`src/sfks_pkg.sv`:
```
package sfks_pkg;

	// ****************************************
	// Widths
	// ****************************************
	localparam int ROOT_BITS = 256;
	localparam int WORD_BITS = 32;
	localparam int ROOT_WORDS = ROOT_BITS / WORD_BITS;
	localparam int KEY_MIN_BITS = 64;
	localparam int KEY_MAX_BITS = 4096;
	localparam int KEY_MIN_WORDS = KEY_MIN_BITS / WORD_BITS;
	localparam int KEY_MAX_WORDS = KEY_MAX_BITS / WORD_BITS;
	localparam int INDEX_BITS = 4;
	localparam int LEN_BITS = 8;
	localparam int CNT_BITS = 8;

	// ****************************************
	// Key code header word layout
	// ****************************************
	localparam int HDR_INDEX_POS = 28;
	localparam int HDR_LEN_POS = 20;
	localparam int HDR_CHECK_BITS = 20;

	// ****************************************
	// Reset values
	// ****************************************
	localparam logic [CNT_BITS-1:0] CNT_RESET = 8'h00;
	localparam logic [INDEX_BITS-1:0] INDEX_RESET = 4'h0;
	localparam logic [LEN_BITS-1:0] LEN_RESET = 8'h00;
	localparam logic [WORD_BITS-1:0] WORD_RESET = 32'h00000000;

	// ****************************************
	// Commands and states
	// ****************************************
	typedef enum logic [2:0] {
		SFKS_CMD_ENROLL = 3'h0,
		SFKS_CMD_START = 3'h1,
		SFKS_CMD_SET_KEY = 3'h2,
		SFKS_CMD_GEN_KEY = 3'h3,
		SFKS_CMD_GET_KEY = 3'h4
	} sfks_cmd_type;

	typedef enum {
		SFKS_IDLE,
		SFKS_ENROLL,
		SFKS_START,
		SFKS_WRAP_HDR,
		SFKS_WRAP_DATA,
		SFKS_UNWRAP_HDR,
		SFKS_UNWRAP_DATA
	} sfks_state_type;

endpackage

```
`src/sfks_mix.sv`:
```
`timescale 1ns/1ps
`default_nettype none

module sfks_mix #(
	parameter int ROOT_W = 256,
	parameter int WORD_W = 32,
	parameter int SEL_W = 8
) (
	input wire logic [ROOT_W-1:0] root,
	input wire logic [ROOT_W-1:0] fingerprint,
	input wire logic [SEL_W-1:0] sel,
	output logic [WORD_W-1:0] mask,
	output logic [WORD_W-1:0] fp_word,
	output logic [WORD_W-1:0] fold
);
	localparam int NW = ROOT_W / WORD_W;
	localparam int NW_BITS = $clog2(NW);

	// The select must hold a word slot and still leave room in a word
	if (ROOT_W % WORD_W != 0 || NW < 2 || SEL_W >= WORD_W || SEL_W <= NW_BITS) begin
		$error("sfks_mix: unsupported widths");
	end

	logic [WORD_W-1:0] root_w [NW];
	logic [WORD_W-1:0] fp_w [NW];
	logic [WORD_W-1:0] acc [NW+1];
	logic [NW_BITS-1:0] slot;

	// ****************************************
	// Word slicing and folding
	// ****************************************
	assign acc[0] = '0;
	for (genvar i = 0; i < NW; i++) begin : g_word
		assign root_w[i] = root[i*WORD_W +: WORD_W];
		assign fp_w[i] = fingerprint[i*WORD_W +: WORD_W];
		assign acc[i+1] = acc[i] ^ {root_w[i][WORD_W-2:0], root_w[i][WORD_W-1]};
	end
	assign fold = acc[NW];

	// Position is mixed in so that repeated key words never share a mask
	assign slot = sel[NW_BITS-1:0];
	assign mask = root_w[slot] ^ {{(WORD_W-SEL_W){1'b0}}, sel} ^ {fold[WORD_W/2-1:0],
		fold[WORD_W-1:WORD_W/2]};
	assign fp_word = fp_w[slot];

endmodule

`default_nettype wire

```
`src/sfks_core.sv`:
```
`timescale 1ns/1ps
`default_nettype none

module sfks_core #(
	parameter int KEY_WORDS_MAX = sfks_pkg::KEY_MAX_WORDS
) (
	input wire logic sys_clk,
	input wire logic resetn,
	input wire logic [sfks_pkg::ROOT_BITS-1:0] fingerprint,
	input wire logic [sfks_pkg::WORD_BITS-1:0] rng_word,
	input wire logic cmd_valid,
	output logic cmd_ready,
	input wire logic [2:0] cmd_code,
	input wire logic [sfks_pkg::INDEX_BITS-1:0] cmd_index,
	input wire logic [sfks_pkg::LEN_BITS-1:0] cmd_len,
	input wire logic in_valid,
	output logic in_ready,
	input wire logic [sfks_pkg::WORD_BITS-1:0] in_data,
	output logic out_valid,
	input wire logic out_ready,
	output logic [sfks_pkg::WORD_BITS-1:0] out_data,
	output logic out_last,
	output logic hwkey_valid,
	input wire logic hwkey_ready,
	output logic [sfks_pkg::WORD_BITS-1:0] hwkey_data,
	output logic hwkey_last,
	output logic busy,
	output logic root_valid,
	output logic error
);
	import sfks_pkg::*;

	// Lengths are bounded by the package range of 2 to 128 words, not by the 8-bit counters
	if (KEY_WORDS_MAX < KEY_MIN_WORDS || KEY_WORDS_MAX > KEY_MAX_WORDS) begin : g_bad_len
		$error("sfks_core: KEY_WORDS_MAX out of range");
	end

	sfks_state_type state;
	logic [ROOT_BITS-1:0] root;
	logic [CNT_BITS-1:0] cnt;
	logic [INDEX_BITS-1:0] index;
	logic [LEN_BITS-1:0] len;
	logic [WORD_BITS-1:0] mask, fp_word, fold, hdr_check, next_word;
	logic gen, sw_full, hw_full, sw_free, hw_free, to_bus, step, last_word;
	logic hdr_ok, hdr_len_ok, cmd_take, len_ok, cmd_refused, root_phase, root_done;

	// ****************************************
	// Root and key masking
	// ****************************************
	sfks_mix #(
		.ROOT_W(ROOT_BITS),
		.WORD_W(WORD_BITS),
		.SEL_W(CNT_BITS)
	) u_mix (
		.root(root),
		.fingerprint(fingerprint),
		.sel(cnt),
		.mask(mask),
		.fp_word(fp_word),
		.fold(fold)
	);

	// ****************************************
	// Handshakes
	// ****************************************
	// One output word each side; a word moves on only when the slot is free
	assign sw_free = !sw_full || out_ready;
	assign hw_free = !hw_full || hwkey_ready;
	assign to_bus = (state == SFKS_UNWRAP_DATA) && (index == INDEX_RESET);
	assign last_word = (cnt == CNT_BITS'(len - 8'h01));
	assign hdr_check = {{(WORD_BITS-HDR_CHECK_BITS){1'b0}}, fold[HDR_CHECK_BITS-1:0]};
	assign hdr_ok = (in_data[HDR_CHECK_BITS-1:0] == hdr_check[HDR_CHECK_BITS-1:0]);
	assign hdr_len_ok = (in_data[HDR_LEN_POS +: LEN_BITS] >= LEN_BITS'(KEY_MIN_WORDS)) &&
		(in_data[HDR_LEN_POS +: LEN_BITS] <= LEN_BITS'(KEY_WORDS_MAX));
	assign len_ok = (cmd_len >= LEN_BITS'(KEY_MIN_WORDS)) &&
		(cmd_len <= LEN_BITS'(KEY_WORDS_MAX));
	assign cmd_ready = (state == SFKS_IDLE);
	assign cmd_take = cmd_valid && cmd_ready;
	assign busy = (state != SFKS_IDLE);
	assign root_phase = (state == SFKS_ENROLL) || (state == SFKS_START);
	assign root_done = step && root_phase && (cnt == CNT_BITS'(ROOT_WORDS));
	// Refused commands leave the machine idle and raise the error flag; index, len and gen still load
	assign cmd_refused = cmd_take && ((cmd_code > SFKS_CMD_GET_KEY) ||
		((cmd_code >= SFKS_CMD_SET_KEY) && !root_valid) ||
		((cmd_code == SFKS_CMD_SET_KEY || cmd_code == SFKS_CMD_GEN_KEY) && !len_ok));

	// Decide whether the current state moves a word this cycle
	always_comb begin
		in_ready = 1'b0;
		step = 1'b0;
		case (state)
			SFKS_ENROLL, SFKS_WRAP_HDR: begin
				step = sw_free;
			end
			SFKS_START, SFKS_UNWRAP_HDR: begin
				in_ready = 1'b1;
				step = in_valid;
			end
			SFKS_WRAP_DATA: begin
				in_ready = !gen && sw_free;
				step = sw_free && (gen || in_valid);
			end
			SFKS_UNWRAP_DATA: begin
				in_ready = to_bus ? hw_free : sw_free;
				step = in_valid && in_ready;
			end
			default: step = 1'b0;
		endcase
	end

	// Word that leaves in the current step
	always_comb begin
		next_word = WORD_RESET;
		case (state)
			SFKS_ENROLL: begin
				next_word = (cnt < CNT_BITS'(ROOT_WORDS)) ? (fp_word ^ rng_word) : fold;
			end
			SFKS_WRAP_HDR: begin
				next_word = (WORD_BITS'(index) << HDR_INDEX_POS) |
					(WORD_BITS'(len) << HDR_LEN_POS) | hdr_check;
			end
			SFKS_WRAP_DATA: begin
				next_word = (gen ? rng_word : in_data) ^ mask;
			end
			SFKS_UNWRAP_DATA: begin
				next_word = in_data ^ mask;
			end
			default: next_word = WORD_RESET;
		endcase
	end

	// ****************************************
	// Sequencer
	// ****************************************
	always_ff @(posedge sys_clk or negedge resetn) begin
		if (!resetn) begin
			state <= SFKS_IDLE;
			cnt <= CNT_RESET;
			index <= INDEX_RESET;
			len <= LEN_RESET;
			gen <= 1'b0;
		end else begin
			case (state)
				SFKS_IDLE: begin
					cnt <= CNT_RESET;
					if (cmd_take) begin
						index <= cmd_index;
						len <= cmd_len;
						gen <= (cmd_code == SFKS_CMD_GEN_KEY);
					end
					if (cmd_take && !cmd_refused) begin
						case (cmd_code)
							SFKS_CMD_ENROLL: state <= SFKS_ENROLL;
							SFKS_CMD_START: state <= SFKS_START;
							SFKS_CMD_GET_KEY: state <= SFKS_UNWRAP_HDR;
							default: state <= SFKS_WRAP_HDR; // Set or generate with a valid root
						endcase
					end
				end
				SFKS_WRAP_HDR: begin
					if (step) begin
						state <= SFKS_WRAP_DATA;
					end
				end
				SFKS_UNWRAP_HDR: begin
					if (step) begin
						index <= in_data[HDR_INDEX_POS +: INDEX_BITS];
						len <= in_data[HDR_LEN_POS +: LEN_BITS];
						// A foreign header ends the request before any key word exists
						if (hdr_ok && hdr_len_ok) begin
							state <= SFKS_UNWRAP_DATA;
						end else begin
							state <= SFKS_IDLE;
						end
					end
				end
				SFKS_ENROLL, SFKS_START, SFKS_WRAP_DATA, SFKS_UNWRAP_DATA: begin
					if (step) begin
						cnt <= cnt + 8'h01;
					end
					// Root phases end on their own count, key phases on the stated length
					if (root_done || (step && last_word && !root_phase)) begin
						state <= SFKS_IDLE;
					end
				end
				default: state <= SFKS_IDLE;
			endcase
		end
	end

	// ****************************************
	// Root key
	// ****************************************
	// Root is the only secret held; key words pass through unstored
	always_ff @(posedge sys_clk or negedge resetn) begin
		if (!resetn) begin
			root <= '0;
			root_valid <= 1'b0;
		end else begin
			if (cmd_take && (cmd_code == SFKS_CMD_ENROLL || cmd_code == SFKS_CMD_START)) begin
				root_valid <= 1'b0;
			end
			if (step && cnt < CNT_BITS'(ROOT_WORDS)) begin
				if (state == SFKS_ENROLL) begin
					root[cnt[2:0]*WORD_BITS +: WORD_BITS] <= rng_word;
				end else if (state == SFKS_START) begin
					root[cnt[2:0]*WORD_BITS +: WORD_BITS] <= fp_word ^ in_data;
				end
			end
			if (step && cnt == CNT_BITS'(ROOT_WORDS)) begin
				if (state == SFKS_ENROLL) begin
					root_valid <= 1'b1;
				end else if (state == SFKS_START) begin
					root_valid <= (in_data == fold);
				end
			end
		end
	end

	// ****************************************
	// Error flag
	// ****************************************
	// Set wins over the clear made by the next accepted command
	always_ff @(posedge sys_clk or negedge resetn) begin
		if (!resetn) begin
			error <= 1'b0;
		end else begin
			if (root_done && state == SFKS_START && in_data != fold) begin
				error <= 1'b1;
			end else if (state == SFKS_UNWRAP_HDR && step && !(hdr_ok && hdr_len_ok)) begin
				error <= 1'b1;
			end else if (cmd_refused) begin
				error <= 1'b1;
			end else if (cmd_take) begin
				error <= 1'b0;
			end
		end
	end

	// ****************************************
	// Output slots
	// ****************************************
	// Two separate data registers so a key word only ever sits on one port
	always_ff @(posedge sys_clk or negedge resetn) begin
		if (!resetn) begin
			sw_full <= 1'b0;
			out_data <= WORD_RESET;
			out_last <= 1'b0;
		end else if (step && state != SFKS_START && state != SFKS_UNWRAP_HDR && !to_bus) begin
			sw_full <= 1'b1;
			out_data <= next_word;
			out_last <= (state == SFKS_ENROLL) ? (cnt == CNT_BITS'(ROOT_WORDS)) :
				((state != SFKS_WRAP_HDR) && last_word);
		end else if (out_ready) begin
			sw_full <= 1'b0;
			out_data <= WORD_RESET; // Clear after hand-off so nothing lingers
			out_last <= 1'b0;
		end
	end

	always_ff @(posedge sys_clk or negedge resetn) begin
		if (!resetn) begin
			hw_full <= 1'b0;
			hwkey_data <= WORD_RESET;
			hwkey_last <= 1'b0;
		end else if (step && to_bus) begin
			hw_full <= 1'b1;
			hwkey_data <= next_word;
			hwkey_last <= last_word;
		end else if (hwkey_ready) begin
			hw_full <= 1'b0;
			hwkey_data <= WORD_RESET;
			hwkey_last <= 1'b0;
		end
	end

	assign out_valid = sw_full;
	assign hwkey_valid = hw_full;

endmodule

`default_nettype wire

```
`config.mk`:
```
export PLATFORM = sky130hd
export DESIGN_NAME = sfks_core
export DESIGN_NICKNAME = d
export VERILOG_FILES = /design/src/sfks_pkg.sv /design/src/sfks_mix.sv /design/src/sfks_core.sv
export SDC_FILE = /design/constraint.sdc
export NUM_CORES = 1
export LEC_CHECK = 0
export BUFFER_PORTS_ARGS = -buffer_cell sky130_fd_sc_hd__buf_4
export CORE_MARGIN = 4
export CORE_UTILIZATION = 55
export DETAILED_ROUTE_END_ITERATION = 7
export PLACE_DENSITY = 0.78
export RECOVER_POWER = 25
export SLEW_MARGIN = 20
export SYNTH_ARGS = -nofsm -noshare
export SYNTH_HDL_FRONTEND = slang
export SYNTH_SLANG_ARGS = --single-unit
```
`constraint.sdc`:
```
create_clock -name sys_clk -period 3.35 [get_ports sys_clk]
set_input_delay 0.5025 -clock sys_clk [delete_from_list [all_inputs] [get_ports sys_clk]]
set_output_delay 0.5025 -clock sys_clk [all_outputs]
set_load 0.05 [all_outputs]
```
==> results_dict.tcl <==
set metrics [dict create \
    status "complete, but fails checks" \
    violations "max-capacitance violations, max-slew violations" \
    drive_gt1_share_pct 30.3 \
    core_um2 43300 \
    vias 21100 \
    cts_tree "built" \
    fin_cells 3257 \
    synth-main-ff-cell "dfrtp_1" \
    dr.pass1.iters 6 \
    min_period_ns 3.10 \
    wl_per_cell_um 27.7 \
    cp_max_fo 12 \
    gr-total-overflow 0 \
    synth_seq_cells 350 \
    syn-cell-area_um2 24100 \
    insertion_delay_ns 0.58 \
    ios 414 \
    dieHeight_um 217 \
    setup-tns-final_ns 0 \
    grt_pass1_vias 21100 \
    fin_crit_sh_pct 92.5 \
    ant_nets 0 \
    area_delta_synth_final_pct 21.8 \
    reg2regPathDepth 10 \
    power.density_nw_per_um2 862 \
    avgSynthCellArea_um2 10.8 \
    crit_required_ns 3.82 \
    hold_viol 0 \
    cts_buffer_depth 3 \
    crit_arrival_ns 3.57 \
    dp.cells 3185 \
    max_slew_margin_pct -37.4 \
    initial_core_util_pct 55.8 \
    final_nets 2987 \
    start_kind "flop" \
    finalClockSkew_ns 0.0265 \
    yosys.cell_types.count 74 \
    first_iter_violations 2733 \
    grt_pass1_wl_um 133000 \
    synthCells 2244 \
    grt_util_all_layers_pct 37.2 \
    drc 0 \
    tightest_slew_ns 2.06 \
    syn_nets 2589 \
    postCtsSetupBuffers 0 \
    rsz0062_at_grt "false" \
    yosysSeqAreaShare_pct 36.3 \
    synth_edf_count 0 \
    critPathKind "flop to flop" \
    clock_sinks 350 \
    place.detailed.hpwl_um 66700 \
    clockRootBuffer "clkbuf_16" \
    worst_setup_path_end_kind "flop" \
    num_rows 76 \
    port_buffers 413 \
    p_leak_uw 0.0134 \
    hold_path.class "input port to flop" \
    drv_cap 1 \
    peakVddDrop_mv 0.466 \
    slew_violations 69 \
    die_area_um2 47300 \
    htreeDepth 2 \
    wirelength_um 90100 \
    path_clk_slew_ns 0.06 \
    setup_viol 0 \
    grt_max_degree 89 \
    cts_resized 0 \
    fmax_ghz 0.323 \
    utilization_pct 67.9 \
    gp_congestion 0.984 \
    antenna_found_initial 1 \
    yosys_warnings 0 \
    via_per_inst 6.46 \
    numCtsBuffers 39 \
    die-width_um 217 \
    synthArstFlopShare_pct 100 \
    whs_path_depth 2 \
]
[layout make-up]
type                    count  area (um^2)
flip-flops and latches    350         8770
well taps                 585          732
multi-input cells        1730        14500
clock buffers              56         1130
repair buffers            507         4010
inverters                  14         55.1
diodes                      1         2.50
fillers                  3358        13900
clock inverters            14          144
[routing by layer]
metal | GRT usage, % | vias up | routed length [um] | part of all wire, %
met5 | 0 | - | 13 | 0.014
met4 | 16.8 | 2 | 4870 | 5.4
met3 | 12.2 | 297 | 11800 | 13
met2 | 56.4 | 1518 | 40100 | 45
met1 | 49.0 | 10400 | 33200 | 37
li1 | - | 8882 | - | -
[sequential cells by signal, summed over array words and instances (netlist names)]
| signal | count |
|---|---|
| error | 1 |
| out_valid | 1 |
| out_last | 1 |
| hwkey_data | 32 |
| root_valid | 1 |
| root | 256 |
| state | 3 |
| out_data | 32 |
| hwkey_last | 1 |
| hwkey_valid | 1 |
| index | 4 |
| gen | 1 |
| len | 8 |
| cnt | 8 |
[worst paths after layout]
kind                       startpoint             end  slack (ns)
max                            cnt[1]        root[21]        0.25
min                         cmd_valid      root_valid        0.16
max reg2reg                    cnt[1]        root[21]        0.25
min reg2reg                  out_last        out_last        0.52
max in group asynchronous      resetn       root[233]        0.89
min in group asynchronous      resetn  hwkey_data[28]        1.05
[critical path, stage by stage, from the launching register on]
cell and delay (ns):
dfrtp_4 0.56, clkinv_1 0.14, ha_1 0.23, ha_1 0.33
nor4b_2 0.29, buf_4 0.18, and2_1 0.14, and4_1 0.54
buf_4 0.30, nor2_1 0.08, a31oi_1 0.17
[power by group]
part / internal [uW] / leakage, uW / switching, uW
combinational: 6340 / 0.00797 / 8540
clock: 2510 / 0.000625 / 1850
sequential: 5110 / 0.00476 / 965
total: 14000 / 0.0134 / 11400
[placed cells by master, fill, tap and decap left out, types with 5 or more instances in the layout]
cell type    n
buf_4      489
dfrtp_1    347
nand2_1    305
xnor2_1    293
o21ai_0    192
mux4_2     115
mux2i_1     99
nor2_1      85
mux2_2      80
nand3b_1    65
a21oi_1     65
xor2_1      48
xnor3_1     46
o21ai_1     40
clkbuf_16   40
a22oi_1     39
a31oi_1     30
a21boi_0    23
a21o_1      17
buf_12      16
o22ai_1     15
mux4_1      13
nand4_1     12
or2_2       11
inv_1       11
nand3_1      9
o211a_1      9
clkbuf_1     9
nand2b_1     8
nor3_1       8
o211ai_1     8
mux2i_4      7
o31ai_1      7
clkinv_2     7
clkbuf_8     7
nor2b_1      6
and2_1       5
[per-stage QoR]
step / area [um^2] / power, uW / setup slack (ns) / hold slack [ns]
6_report: 29400 / 25300 / 0.250 / 0.160
5_1_grt: 29400 / 26300 / 0.207 / 0.152
4_1_cts: 29400 / 25000 / 0.347 / 0.148
3_5_place_dp: 28100 / 20500 / 0.424 / 0.501
3_3_place_gp: 28100 / 20200 / 0.475 / 0.494
2_1_floorplan: 24100 / 15800 / 0.402 / 0.207
[cell families after synthesis]
family | synth area share [%]
AO/OA/AOI/OAI | 11.8
XOR/XNOR | 16.7
adder cells (fa/ha/maj) | 0.207
buffers and inverters | 3.60
flip-flops | 36.3
multiplexers | 20.8
AND/OR/NAND/NOR | 10.6
[what timing repair did]
item,4_1_cts,5_1_grt
hold buffers,1,0
hold endpoints to repair,68,0
endpoints found under the setup margin,0,0
[cells in the mapped netlist, types with 14 or more instances]
cell type,number,share of area (%)
dfrtp_1,350,36
nand2_1,308,4.8
xnor2_1,293,11
o21ai_0,192,4.0
mux4_2,115,11
mux2i_1,99,4.1
nor2_1,88,1.4
clkbuf_1,82,1.3
mux2_2,80,3.7
a21oi_1,66,1.4
nand3b_1,65,2.0
xor2_1,48,1.7
xnor3_1,46,4.3
o21ai_1,40,0.83
a22oi_1,39,1.2
a31oi_1,30,0.78
buf_2,26,0.54
a21boi_0,23,0.72
a21o_1,17,0.53
o22ai_1,15,0.39
buf_4,14,0.44
buf_6,14,0.65
Power figures use the tool's default switching activity.
